File: config.mk
export PLATFORM = sky130hd
export DESIGN_NAME = ufl_ctrl
export DESIGN_NICKNAME = d
export VERILOG_FILES = /design/src/verilog/ufl_pkg.sv /design/src/verilog/ufl_ctrl.sv
export SDC_FILE = /design/constraint.sdc
export NUM_CORES = 1
export LEC_CHECK = 0
export BUFFER_PORTS_ARGS = -buffer_cell sky130_fd_sc_hd__buf_2
export CORE_ASPECT_RATIO = 1.5
export CORE_MARGIN = 5
export CORE_UTILIZATION = 53
export DETAILED_ROUTE_END_ITERATION = 16
export GPL_TIMING_DRIVEN = 0
export PLACE_DENSITY = 0.83
export SLEW_MARGIN = 10
export SYNTH_ARGS = -nofsm -noshare
export SYNTH_HDL_FRONTEND = slang
export SYNTH_SLANG_ARGS = --single-unit
File: constraint.sdc
create_clock -name mclk_i -period 1.8 [get_ports mclk_i]
set_clock_uncertainty 0.2 [all_clocks]
set_input_delay 0.09 -clock mclk_i [delete_from_list [all_inputs] [get_ports mclk_i]]
set_output_delay 0.09 -clock mclk_i [all_outputs]
set_load 0.01 [all_outputs]
File: src/verilog/ufl_pkg.sv
// ufl_pkg: register map, field positions, reset values and trigger table selects
// for the uart fifo / line / modem control block.
// assumes a 32-bit apb slave with one aligned word per register.
package ufl_pkg;
    // ==========================================================
    // register byte offsets
    localparam logic [7:0] OFS_DATA    = 8'h00;
    localparam logic [7:0] OFS_ISR     = 8'h08;
    localparam logic [7:0] OFS_FIFO    = 8'h0c;
    localparam logic [7:0] OFS_FMT     = 8'h10;
    localparam logic [7:0] OFS_MDM     = 8'h14;
    localparam logic [7:0] OFS_EFR     = 8'h18;
    localparam logic [7:0] OFS_TBL     = 8'h1c;
    localparam logic [7:0] OFS_TXLVL   = 8'h20;
    localparam logic [7:0] OFS_RXLVL   = 8'h24;
    localparam logic [7:0] OFS_PTRIG   = 8'h28;
    localparam logic [7:0] OFS_STAT    = 8'h2c;
    localparam logic [7:0] OFS_DIVHI   = 8'h04;
    // ==========================================================
    // field positions
    localparam int FIFO_EN_B = 0;
    localparam int RX_RST_B = 1;
    localparam int TX_RST_B = 2;
    localparam int BLK_MODE_B = 3;
    localparam int EFR_ENH_B = 4;
    localparam int EFR_ARTS_B = 6;
    localparam int EFR_ACTS_B = 7;
    localparam int MDM_TR_B = 0;
    localparam int MDM_RTS_B = 1;
    localparam int MDM_FSEL_B = 2;
    localparam int ISR_FLOW_B = 5;
    // ==========================================================
    // reset values
    localparam logic [7:0] RST_BYTE = 8'h00;
    localparam logic [6:0] LVL_ZERO = 7'h00;
    localparam logic [6:0] LVL_MAX = 7'h40;
    // ==========================================================
    // trigger table names; the tables, indexed by table and 2-bit select, are in ufl_ctrl
    typedef enum logic [1:0] {
        TBL_A = 2'b00,
        TBL_B = 2'b01,
        TBL_C = 2'b10,
        TBL_D = 2'b11
    } ufl_tbl_e;
    // decoded line format handed to the serial engine
    typedef struct packed {
        logic [3:0] data_bits;
        logic two_stop;
        logic half_stop;
        logic parity_en;
        logic parity_even;
        logic parity_forced;
        logic forced_value;
        logic break_on;
        logic divisor_sel;
    } ufl_fmt_s;
endpackage

File: src/verilog/ufl_ctrl.sv
// ufl_ctrl: per-channel uart control logic behind an apb slave: fifo setup,
// character format, modem line drive, trigger tables and flow-change status.
// assumes the fifo and serial engines live outside and report tx/rx levels.
//
// The register offsets and the APB interface to the registers were left to the implementer.
`timescale 1ns/1ps
`default_nettype none
module ufl_ctrl
    import ufl_pkg::*;
(
    // clock and reset
    input wire logic mclk_i,
    input wire logic rst_i,
    // apb slave
    input wire logic psel_i,
    input wire logic penable_i,
    input wire logic pwrite_i,
    input wire logic [7:0] paddr_i,
    input wire logic [31:0] pwdata_i,
    output logic [31:0] prdata_o,
    output logic pready_o,
    output logic pslverr_o,
    // fifo engine side
    input wire logic [6:0] tx_level_i,
    input wire logic [6:0] rx_level_i,
    output logic rx_fifo_reset_o,
    output logic tx_fifo_reset_o,
    output logic [6:0] rx_trigger_o,
    output logic [6:0] tx_trigger_o,
    output logic tx_int_o,
    output logic fifo_enabled_o,
    // serial engine side
    input wire logic tx_serial_i,
    output logic tx_pin_o,
    output ufl_fmt_s fmt_o,
    // modem pins (active low names on the wire)
    input wire logic cts_n_i,
    output logic dtr_n_o,
    output logic rts_n_o,
    output logic flow_sel_o
);
    // ==========================================================
    // bus decode
    logic wr_en;
    logic rd_en;
    assign wr_en = psel_i & penable_i & pwrite_i;
    assign rd_en = psel_i & penable_i & ~pwrite_i;
    assign pready_o = 1'b1; // zero-wait slave
    assign pslverr_o = 1'b0;

    function automatic logic hit(input logic [7:0] a, input logic [7:0] ofs);
        hit = (a == ofs);
    endfunction

    // byte registers read back zero-extended to the bus width
    function automatic logic [31:0] zext8(input logic [7:0] b);
        zext8 = {24'h000000, b};
    endfunction

    // level fell from at-or-above the trigger to below it
    function automatic logic fell_below(input logic [6:0] prev, input logic [6:0] cur,
                                        input logic [6:0] trig);
        fell_below = (prev >= trig) && (cur < trig);
    endfunction

    // level reached empty from a non-empty count
    function automatic logic ran_empty(input logic [6:0] prev, input logic [6:0] cur);
        ran_empty = (prev != LVL_ZERO) && (cur == LVL_ZERO);
    endfunction

    // ==========================================================
    // control registers
    logic fifo_en_reg;
    logic blk_mode_reg;
    logic [1:0] rx_sel_reg;
    logic [1:0] tx_sel_reg;
    logic [7:0] fmt_reg;
    logic [7:0] mdm_reg;
    logic [7:0] efr_reg;
    logic [1:0] tbl_reg;
    logic [6:0] ptrig_rx_reg;
    logic [6:0] ptrig_tx_reg;
    logic [7:0] divhi_reg;
    logic rx_rst_reg;
    logic tx_rst_reg;
    logic flow_flag_reg;
    logic tx_int_reg;
    logic fifo_wr;
    logic enh;

    assign enh = efr_reg[EFR_ENH_B];
    assign fifo_wr = wr_en & hit(paddr_i, OFS_FIFO);

    // fifo setup, write only; bit 0 always taken, other bits ignored unless bit 0 is one
    // a write with bit 0 low only turns the fifos off; trigger and mode bits
    // keep their old values so software cannot half-program them
    always_ff @(posedge mclk_i) begin
        if (rst_i) begin
            fifo_en_reg <= 1'b0;
            blk_mode_reg <= 1'b0;
            rx_sel_reg <= 2'b00;
            tx_sel_reg <= 2'b00;
        end else if (fifo_wr) begin
            fifo_en_reg <= pwdata_i[FIFO_EN_B];
            if (pwdata_i[FIFO_EN_B]) begin
                blk_mode_reg <= pwdata_i[BLK_MODE_B]; // held only, drives nothing
                rx_sel_reg <= pwdata_i[7:6];
                if (enh) begin
                    tx_sel_reg <= pwdata_i[5:4];
                end
            end
        end
    end

    // self-clearing fifo reset strobes, one clock wide
    always_ff @(posedge mclk_i) begin
        if (rst_i) begin
            rx_rst_reg <= 1'b0;
            tx_rst_reg <= 1'b0;
        end else begin
            rx_rst_reg <= fifo_wr & pwdata_i[FIFO_EN_B] & pwdata_i[RX_RST_B];
            tx_rst_reg <= fifo_wr & pwdata_i[FIFO_EN_B] & pwdata_i[TX_RST_B];
        end
    end
    assign rx_fifo_reset_o = rx_rst_reg; // shift registers are outside and untouched
    assign tx_fifo_reset_o = tx_rst_reg;

    // read/write control registers
    always_ff @(posedge mclk_i) begin
        if (rst_i) begin
            fmt_reg <= RST_BYTE;
            mdm_reg <= RST_BYTE;
            efr_reg <= RST_BYTE;
            tbl_reg <= 2'b00;
            ptrig_rx_reg <= LVL_ZERO;
            ptrig_tx_reg <= LVL_ZERO;
            divhi_reg <= RST_BYTE;
        end else if (wr_en) begin
            if (hit(paddr_i, OFS_FMT)) begin
                fmt_reg <= pwdata_i[7:0];
            end
            if (hit(paddr_i, OFS_MDM)) begin
                mdm_reg <= pwdata_i[7:0];
            end
            if (hit(paddr_i, OFS_EFR)) begin
                efr_reg <= pwdata_i[7:0];
            end
            if (hit(paddr_i, OFS_TBL)) begin
                tbl_reg <= pwdata_i[7:6]; // latest write rules both sides
            end
            if (hit(paddr_i, OFS_PTRIG)) begin
                ptrig_rx_reg <= pwdata_i[6:0];
                ptrig_tx_reg <= pwdata_i[14:8];
            end
            if (hit(paddr_i, OFS_DIVHI) && fmt_reg[7]) begin
                divhi_reg <= pwdata_i[7:0];
            end
        end
    end

    // ==========================================================
    // trigger tables
    function automatic logic [6:0] rx_trig(input logic [1:0] t, input logic [1:0] s,
                                          input logic [6:0] p);
        logic [6:0] v;
        v = 7'h01;
        case (t)
            TBL_A: begin
                case (s)
                    2'b00: v = 7'h01;
                    2'b01: v = 7'h04;
                    2'b10: v = 7'h08;
                    default: v = 7'h0e;
                endcase
            end
            TBL_B: begin
                case (s)
                    2'b00: v = 7'h08;
                    2'b01: v = 7'h10;
                    2'b10: v = 7'h18;
                    default: v = 7'h1c;
                endcase
            end
            TBL_C: begin
                case (s)
                    2'b00: v = 7'h08;
                    2'b01: v = 7'h10;
                    2'b10: v = 7'h38;
                    default: v = 7'h3c;
                endcase
            end
            default: v = p;
        endcase
        rx_trig = v;
    endfunction

    function automatic logic [6:0] tx_trig(input logic [1:0] t, input logic [1:0] s,
                                          input logic [6:0] p);
        logic [6:0] v;
        v = 7'h01;
        case (t)
            TBL_A: v = 7'h01;
            TBL_B: begin
                case (s)
                    2'b00: v = 7'h10;
                    2'b01: v = 7'h08;
                    2'b10: v = 7'h18;
                    default: v = 7'h1e;
                endcase
            end
            TBL_C: begin
                case (s)
                    2'b00: v = 7'h08;
                    2'b01: v = 7'h10;
                    2'b10: v = 7'h20;
                    default: v = 7'h38;
                endcase
            end
            default: v = p;
        endcase
        tx_trig = v;
    endfunction

    // one shared table select for both directions
    always_ff @(posedge mclk_i) begin
        if (rst_i) begin
            rx_trigger_o <= 7'h01;
            tx_trigger_o <= 7'h01;
        end else begin
            rx_trigger_o <= rx_trig(tbl_reg, rx_sel_reg, ptrig_rx_reg);
            tx_trigger_o <= tx_trig(tbl_reg, tx_sel_reg, ptrig_tx_reg);
        end
    end

    // ==========================================================
    // transmit interrupt: falls below trigger, or empties after a
    // reload that never got above trigger
    logic [6:0] tx_level_d;
    logic above_reg;
    always_ff @(posedge mclk_i) begin
        if (rst_i) begin
            tx_level_d <= LVL_ZERO;
            above_reg <= 1'b0;
            tx_int_reg <= 1'b0;
        end else begin
            tx_level_d <= tx_level_i;
            if (tx_level_i > tx_trigger_o) begin
                above_reg <= 1'b1;
            end else if (tx_level_i == LVL_ZERO) begin
                above_reg <= 1'b0;
            end
            if (fell_below(tx_level_d, tx_level_i, tx_trigger_o)) begin
                tx_int_reg <= 1'b1;
            end else if (ran_empty(tx_level_d, tx_level_i) && !above_reg) begin
                tx_int_reg <= 1'b1;
            end else if (rd_en && hit(paddr_i, OFS_ISR)) begin
                tx_int_reg <= 1'b0; // set above wins over this read clear
            end
        end
    end
    assign tx_int_o = tx_int_reg;

    // ==========================================================
    // flow pins: input synchroniser and rising-edge status
    logic cts_s1;
    logic cts_s2;
    logic cts_d;
    logic rts_d;
    logic flow_rise;
    always_ff @(posedge mclk_i) begin
        if (rst_i) begin
            cts_s1 <= 1'b1;
            cts_s2 <= 1'b1;
            cts_d <= 1'b1;
            rts_d <= 1'b1;
        end else begin
            cts_s1 <= cts_n_i;
            cts_s2 <= cts_s1;
            cts_d <= cts_s2;
            rts_d <= rts_n_o;
        end
    end
    // the rts edge is taken from the output itself, so a write that drops the
    // modem bit shows up one clock later as a rising edge
    assign flow_rise = (cts_s2 & ~cts_d) | (rts_n_o & ~rts_d);

    always_ff @(posedge mclk_i) begin
        if (rst_i) begin
            flow_flag_reg <= 1'b0;
        end else if (enh && flow_rise) begin
            flow_flag_reg <= 1'b1;
        end else if (rd_en && hit(paddr_i, OFS_STAT)) begin
            flow_flag_reg <= 1'b0; // cleared by modem status read
        end
    end

    // ==========================================================
    // line format and pins
    always_comb begin
        fmt_o.data_bits = 4'h5 + {2'b00, fmt_reg[1:0]};
        fmt_o.two_stop = fmt_reg[2] & (fmt_reg[1:0] != 2'b00);
        fmt_o.half_stop = fmt_reg[2] & (fmt_reg[1:0] == 2'b00);
        fmt_o.parity_en = fmt_reg[3];
        fmt_o.parity_even = fmt_reg[4];
        fmt_o.parity_forced = fmt_reg[3] & fmt_reg[5];
        fmt_o.forced_value = ~fmt_reg[4]; // mark when bit 4 low
        fmt_o.break_on = fmt_reg[6];
        fmt_o.divisor_sel = fmt_reg[7];
    end
    assign tx_pin_o = fmt_reg[6] ? 1'b0 : tx_serial_i; // break holds line low
    assign dtr_n_o = ~mdm_reg[MDM_TR_B];
    assign rts_n_o = ~mdm_reg[MDM_RTS_B];
    assign flow_sel_o = mdm_reg[MDM_FSEL_B]; // 1 = terminal-ready pair
    assign fifo_enabled_o = fifo_en_reg;

    // ==========================================================
    // read mux
    logic [7:0] isr_val;
    logic [3:0] isr_src;
    assign isr_src = tx_int_reg ? 4'h2 : 4'h1; // tx ready, else none pending
    assign isr_val = {{2{fifo_en_reg}}, flow_flag_reg & enh, 1'b0, isr_src};
    logic [31:0] rd_val;
    // prdata is loaded in the setup cycle so the access edge sees a settled
    // word; a read that clears a flag does so at the access edge, after capture
    always_comb begin
        rd_val = 32'h0000_0000;
        case (paddr_i)
            OFS_ISR: rd_val = zext8(isr_val);
            OFS_FMT: rd_val = zext8(fmt_reg);
            OFS_MDM: rd_val = zext8(mdm_reg);
            OFS_EFR: rd_val = zext8(efr_reg);
            OFS_TBL: rd_val = zext8({tbl_reg, 6'h00});
            OFS_TXLVL: rd_val = {25'h0000000, tx_level_i};
            OFS_RXLVL: rd_val = {25'h0000000, rx_level_i};
            OFS_PTRIG: rd_val = {17'h00000, ptrig_tx_reg, 1'b0, ptrig_rx_reg};
            OFS_STAT: rd_val = zext8({~cts_s2, 6'h00, flow_flag_reg});
            OFS_DIVHI: rd_val = fmt_reg[7] ? zext8(divhi_reg) : 32'h0000_0000;
            default: rd_val = 32'h0000_0000;
        endcase
    end
    always_ff @(posedge mclk_i) begin
        if (rst_i) begin
            prdata_o <= 32'h0000_0000;
        end else if (psel_i && !penable_i && !pwrite_i) begin
            prdata_o <= rd_val; // captured in setup, valid in access
        end
    end
endmodule
`default_nettype wire

==> results.json, run 1 <==
{
  "seq_area_frac_synth_pct": 39.0,
  "finalCritPeriodShare_pct": 98.1,
  "rsz0062_at_grt": "yes",
  "netlist_instances": 576,
  "combPwrFrac_pct": 9.8,
  "layout-drive-gt1-share_pct": 25.4,
  "yosys_register_bits": 98,
  "vias": 4854,
  "wl_mm": 15.9,
  "synth_largest_area_cell": "dfxtp_1",
  "cts_tree": "done",
  "synthAdderAreaFrac_pct": 5.43,
  "power.density_mw_per_mm2": 742,
  "fin_nets": 802,
  "p_switching_mw": 1.19,
  "crit_end": "tx_int_o$_SDFFE_PP0P_",
  "io_pins": 129,
  "synth_top_family_by_area": "simple AND/OR/NAND/NOR gates",
  "largest_register_ffs": 15,
  "leakage_nw": 2.77,
  "port_buffers": 89,
  "final_core_util_pct": 68.0,
  "initial_utilization_pct": 54.3,
  "drc": 0,
  "crit_start": "tx_trigger_o[4]$_SDFF_PP0_",
  "ys_warn_count": 0,
  "ant_nets": 0,
  "clk_pin_slew_worst_paths_ns": 0.07,
  "synth_edf_count": 0,
  "worst_setup_path_start_kind": "flop",
  "yosys.area_share.simple_pct": 23.7,
  "period_minus_slack_ns": 1.77,
  "largest_register": "prdata_o",
  "track_usage_pct": 27.8,
  "antenna_found_initial": 0,
  "rr_endpoint": "tx_int_o$_SDFFE_PP0P_",
  "worstRegToRegCells": 7,
  "vias_per_cell": 5.80,
  "synth_xor_area_share_pct": 0,
  "p_int_mw": 3.48,
  "crit_fanout": 2,
  "final_hold_viol_count": 0,
  "hp-class": "in -> reg",
  "dr.pass1.iters": 5,
  "fmax_ghz": 0.566,
  "grt-ovfl-total": 0,
  "worst_ep_required_time_ns": 1.81,
  "maxSlewHeadroom_pct": 56.2,
  "worstPathArrival_ns": 1.78,
  "num_antenna_cells": 0,
  "first_iter_violations": 337,
  "grt_max_degree": 19,
  "root_buffer": "clkbuf_16",
  "cts.htree.levels": 3,
  "synth_top_cell_area_share_pct": 39.0,
  "synth-compound-area-share_pct": 14.5,
  "grt_pass1_wl_mm": 24.3,
  "muxShareOfSynthArea_pct": 8.51,
  "fp.dieW_um": 89.5,
  "status": "completed",
  "area_growth_pct": 25.1,
  "yosys-top-cells-area": "dfxtp_1, mux2i_1, ha_1, a21oi_1, nand2_1",
  "coreArea_sq_mm": 0.00925,
  "cts_buffer_depth": 2,
  "die_h_um": 129,
  "holdWs_ns": 0.0232,
  "pwr-share-seq_pct": 46.9,
  "place_ws_ns": -0.308,
  "synthArstFlopShare_pct": 0,
  "synth_cell_types": 62,
  "r2r-start": "tx_trigger_o[4]$_SDFF_PP0_",
  "worstMarginPinSlew_ns": 0.652,
  "grt_pass1_vias": 4683,
  "gp_congestion": 0.944,
  "wl_per_cell_um": 19.0,
  "maxCapViolCount": 0,
  "finalMaxSlewViolations": 0,
  "syn_avg_cell_area_sq_um": 8.73,
  "rrSetupSlack_ns": 0.03,
  "pwr-share-clk_pct": 43.3,
  "synthTopCellsByCount": "dfxtp_1, nand2_1, nor2_1, a21oi_1",
  "fin_ws_ns": 0.0344,
  "yosysMostFrequentCell": "dfxtp_1",
  "clk_latency_ns": 0.35,
  "synth_flop_cell": "dfxtp_1",
  "switching_share_pct": 25.5,
  "n_fill_cell": 748,
  "setup_viol": 0,
  "worst_setup_path_end_kind": "flop",
  "dieArea_sq_mm": 0.0116,
  "vdd_drop_max_mv": 0.622,
  "setup.worst_path.class": "reg -> reg",
  "num_rows": 43,
  "synthesis.area_sq_mm": 0.00503,
  "cts_sinks": 98,
  "cts_buffers": 9,
  "dp_hpwl_mm": 11.9
}
[metal layers]
layer	vias to the layer above	GRT usage, %	part of all wire (%)
met1	2299	33.5	38
li1	2264	-	-
met5	-	0	0
met4	0	14.3	4.3
met2	246	47.4	50
met3	45	3.88	6.9
[kinds of logic (layout without fill, tap and decap cells)]
logic type,count (synthesis),count (layout)
compound gates,112,112
flops,98,98
simple gates,221,221
fa+ha+maj,22,22
other cells,2,19
buf+inv,79,211
mux,42,42
[worst max-delay path, cell delays in order, from the launching register on]
cell and delay (ns):
dfxtp_2 0.34, inv_1 0.06, ha_1 0.31, a211o_1 0.27
a21oi_2 0.12, o31ai_1 0.09, o211ai_1 0.12, a31oi_1 0.11
[per-stage QoR]
stage | setup TNS, ns | power [mW] | instances | cell area (sq um)
2_1_floorplan | 0 | 2.47 | 593 | 5090
3_3_place_gp | -10.18 | 2.63 | 794 | 5680
3_5_place_dp | -11.15 | 2.63 | 794 | 5680
4_1_cts | 0 | 4.64 | 834 | 6230
5_1_grt | -0.0818 | 4.80 | 837 | 6290
6_report | 0 | 4.67 | 837 | 6290
[layout make-up]
| cell class | count | area [sq um] | area share (%) |
|---|---|---|---|
| clock inverters | 7 | 88.8 | 1.41 |
| multi-input cells | 416 | 2730 | 43.3 |
| inverters | 22 | 82.6 | 1.31 |
| repair buffers | 116 | 708 | 11.3 |
| well taps | 112 | 140 | 2.23 |
| plain buffers | 57 | 355 | 5.65 |
| clock buffers | 9 | 225 | 3.58 |
| flip-flops and latches | 98 | 1960 | 31.2 |
[timing repair]
action                     4_1_cts  5_1_grt
setup endpoints to repair        1       29
hold endpoints to repair        63        0
hold buffers                    24        0
pin swaps                        0        3
gates resized for setup          1       15
buffers inserted                 0        3
[how the worst min path moves through the flow]
stage                          start                      end  slack, ns  cells after the start
after floorplan              cts_n_i        cts_s1$_SDFF_PP1_     -0.006                      1
after global placement       cts_n_i        cts_s1$_SDFF_PP1_       0.09                      2
after detailed placement     cts_n_i        cts_s1$_SDFF_PP1_        0.1                      2
after CTS                 paddr_i[1]  fmt_reg[1]$_SDFFE_PP0P_       0.02                      4
after global routing      paddr_i[1]  fmt_reg[3]$_SDFFE_PP0P_       0.05                      4
final                     paddr_i[1]  fmt_reg[1]$_SDFFE_PP0P_       0.02                      4
[cell usage in the layout (no fill, tap or decap), types with 8 or more instances in the layout]
cell type and instances:
clkbuf_1 15, a21oi_1 46, nor2_1 56, ha_1 21, buf_4 29, buf_2 96, dlygate4sd3_1 24, a22oi_1 16
mux2i_1 36, nor3_1 8, conb_1 19, clkbuf_16 9, and3_1 8, inv_1 22, o21ai_0 9, nand3_1 36
nor2b_1 13, nand2_1 57, dfxtp_1 96
[power groups by stage]
stage	clock network (mW)	logic (mW)	registers (mW)
final	2.02	0.456	2.19
after detailed placement	0	0.391	2.24
after CTS	2.02	0.434	2.19
after floorplan	0	0.232	2.24
after global placement	0	0.384	2.24
after global routing	2.12	0.487	2.19
Note: power is estimated with default switching activity, not from simulation.
==> run 2: changes to the inputs <==
- SETUP_SLACK_MARGIN: not set -> 0.4
==> results.json, run 2 (same netlist as run 1, synthesis figures left out) <==
{
  "fin_area_sq_mm": 0.00763,
  "grt_pass1_vias": 5129,
  "final.setup.tns_ns": 0,
  "hp-class": "in -> reg",
  "rsz0062_at_grt": "yes",
  "leakage_nw": 3.21,
  "power_mw": 4.85,
  "clk_latency_ns": 0.36,
  "cp_cell_sequence": "inv_2, ha_4, a211o_1, a21oi_2, o31ai_2, o211ai_1, a31oi_1",
  "violations": "negative hold slack",
  "power.density_mw_per_mm2": 636,
  "worstPathArrival_ns": 1.75,
  "cts.htree.levels": 3,
  "track_usage_pct": 31.1,
  "dr.pass1.iters": 8,
  "num_antenna_cells": 0,
  "maxCapViolCount": 0,
  "period_minus_slack_ns": 1.74,
  "met1_length_mm": 6.87,
  "status": "finished with violations",
  "largest_register_ffs": 15,
  "final_common_cell": "buf_2",
  "finalMaxSlewViolations": 0,
  "vdd_drop_max_mv": 0.640,
  "route.met3.wl_mm": 1.73,
  "worstMarginPinSlew_ns": 0.787,
  "cts_tree": "done",
  "layoutNonFillerInstCount": 881,
  "port_buffers": 89,
  "crit_start": "tx_trigger_o[4]$_SDFF_PP0_",
  "fin_ws_ns": 0.0645,
  "hold_buffers": 24,
  "gp_congestion": 0.948,
  "wl_mm": 19.4,
  "wl_met2_mm": 9.64,
  "largest_register": "prdata_o",
  "place_ws_ns": -0.345,
  "cts_sinks": 98,
  "dieArea_sq_mm": 0.0116,
  "cts_buffer_depth": 2,
  "grt_max_degree": 17,
  "layout_common_cells": "buf_2, dfxtp_1, buf_4",
  "crit_slowest_cell": "dfxtp_2",
  "vias_per_cell": 6.14,
  "fmax_ghz": 0.576,
  "setup_viol": 0,
  "crit_fanout": 2,
  "final_core_util_pct": 82.4,
  "layout-drive-gt1-share_pct": 47.5,
  "final_hold_viol_count": 4,
  "grt_pass1_wl_mm": 27.2,
  "cts_buffers": 9,
  "num_rows": 43,
  "critPathTopFamily": "compound AO/OA/AOI/OAI gates",
  "die_h_um": 129,
  "maxSlewHeadroom_pct": 47.5,
  "worst_ep_required_time_ns": 1.81,
  "clk_pin_slew_worst_paths_ns": 0.07,
  "initial_utilization_pct": 54.3,
  "fp.dieW_um": 89.5,
  "setup.worst_path.class": "reg -> reg",
  "worst_setup_path_start_kind": "flop",
  "holdWs_ns": -0.0201,
  "vias": 5405,
  "io_pins": 129,
  "ant_nets": 0,
  "grt-ovfl-total": 0,
  "top_layer_used": "met4",
  "root_buffer": "clkbuf_16",
  "finalCritPeriodShare_pct": 96.4,
  "fin_nets": 846,
  "area_growth_pct": 51.7,
  "place_inst": 794,
  "antenna_found_initial": 0,
  "worst_setup_path_end_kind": "flop",
  "slowest_delay_ns": 0.34,
  "first_iter_violations": 545,
  "path_buf_inv": 1,
  "drc": 0,
  "r2r-start": "tx_trigger_o[4]$_SDFF_PP0_",
  "hp-start": "penable_i",
  "wl_per_cell_um": 22.1,
  "dp_hpwl_mm": 11.7,
  "coreArea_sq_mm": 0.00925,
  "place_area_sq_mm": 0.00585
}
==> run 2: changes by cell type in the layout (fill, tap and decap cells not counted), moves of 19 or more <==
cell,previous run,this run
dfxtp_1,96,77
nand3_1,36,13
buf_4,29,59
a21oi_2,3,25
a21oi_1,46,23
==> run 2: power by group <==
group          total [mW]  internal, mW  switching (mW)  leakage [nW]
Combinational       0.612         0.272           0.341          2.25
Clock                2.05          1.16           0.888         0.158
Sequential           2.19          2.17          0.0117         0.803
Total                4.85          3.61            1.24          3.21
==> run 2: timing repair <==
item | CTS | global route
gates resized for setup | 98 | 115
cloned | 2 | 1
endpoints found under the hold margin | 64 | 2
pin swaps | 35 | 42
setup endpoints to repair | 80 | 77
buffers inserted | 36 | 8
==> run 2: area by class of cell <==
| type | count | area [sq um] |
|---|---|---|
| Inverter | 22 | 82.6 |
| Clock buffer | 11 | 253 |
| Multi-Input combinational cell | 416 | 3390 |
| Tap cell | 112 | 140 |
| Fill cell | 507 | 1630 |
| Clock inverter | 5 | 60.1 |
| Buffer | 57 | 495 |
| Timing Repair Buffer | 160 | 1200 |
| Sequential cell | 98 | 2000 |
==> run 2: worst paths after layout <==
check / slack, ns / end / depth (start not counted)
worst max-delay path: 0.06 / tx_int_o$_SDFFE_PP0P_ / 7
worst min-delay path: -0.02 / prdata_o[2]$_SDFFE_PP0P_ / 6
worst max register to register: 0.06 / tx_int_o$_SDFFE_PP0P_ / 7
worst min register to register: 0.23 / cts_s2$_SDFF_PP1_ / 1
==> run 2: per-layer routing <==
layer / vias to the layer above / track usage [%]
met4: 0 / 16.6
met2: 400 / 52.8
li1: 2354 / -
met3: 107 / 5.47
met5: - / 0
met1: 2544 / 36.7
==> run 2: worst register-to-register path: stages, from the launching register on <==
cell	delay (ns)
dfxtp_2	0.34
inv_2	0.05
ha_4	0.21
a211o_1	0.26
a21oi_2	0.18
o31ai_2	0.11
o211ai_1	0.13
a31oi_1	0.10
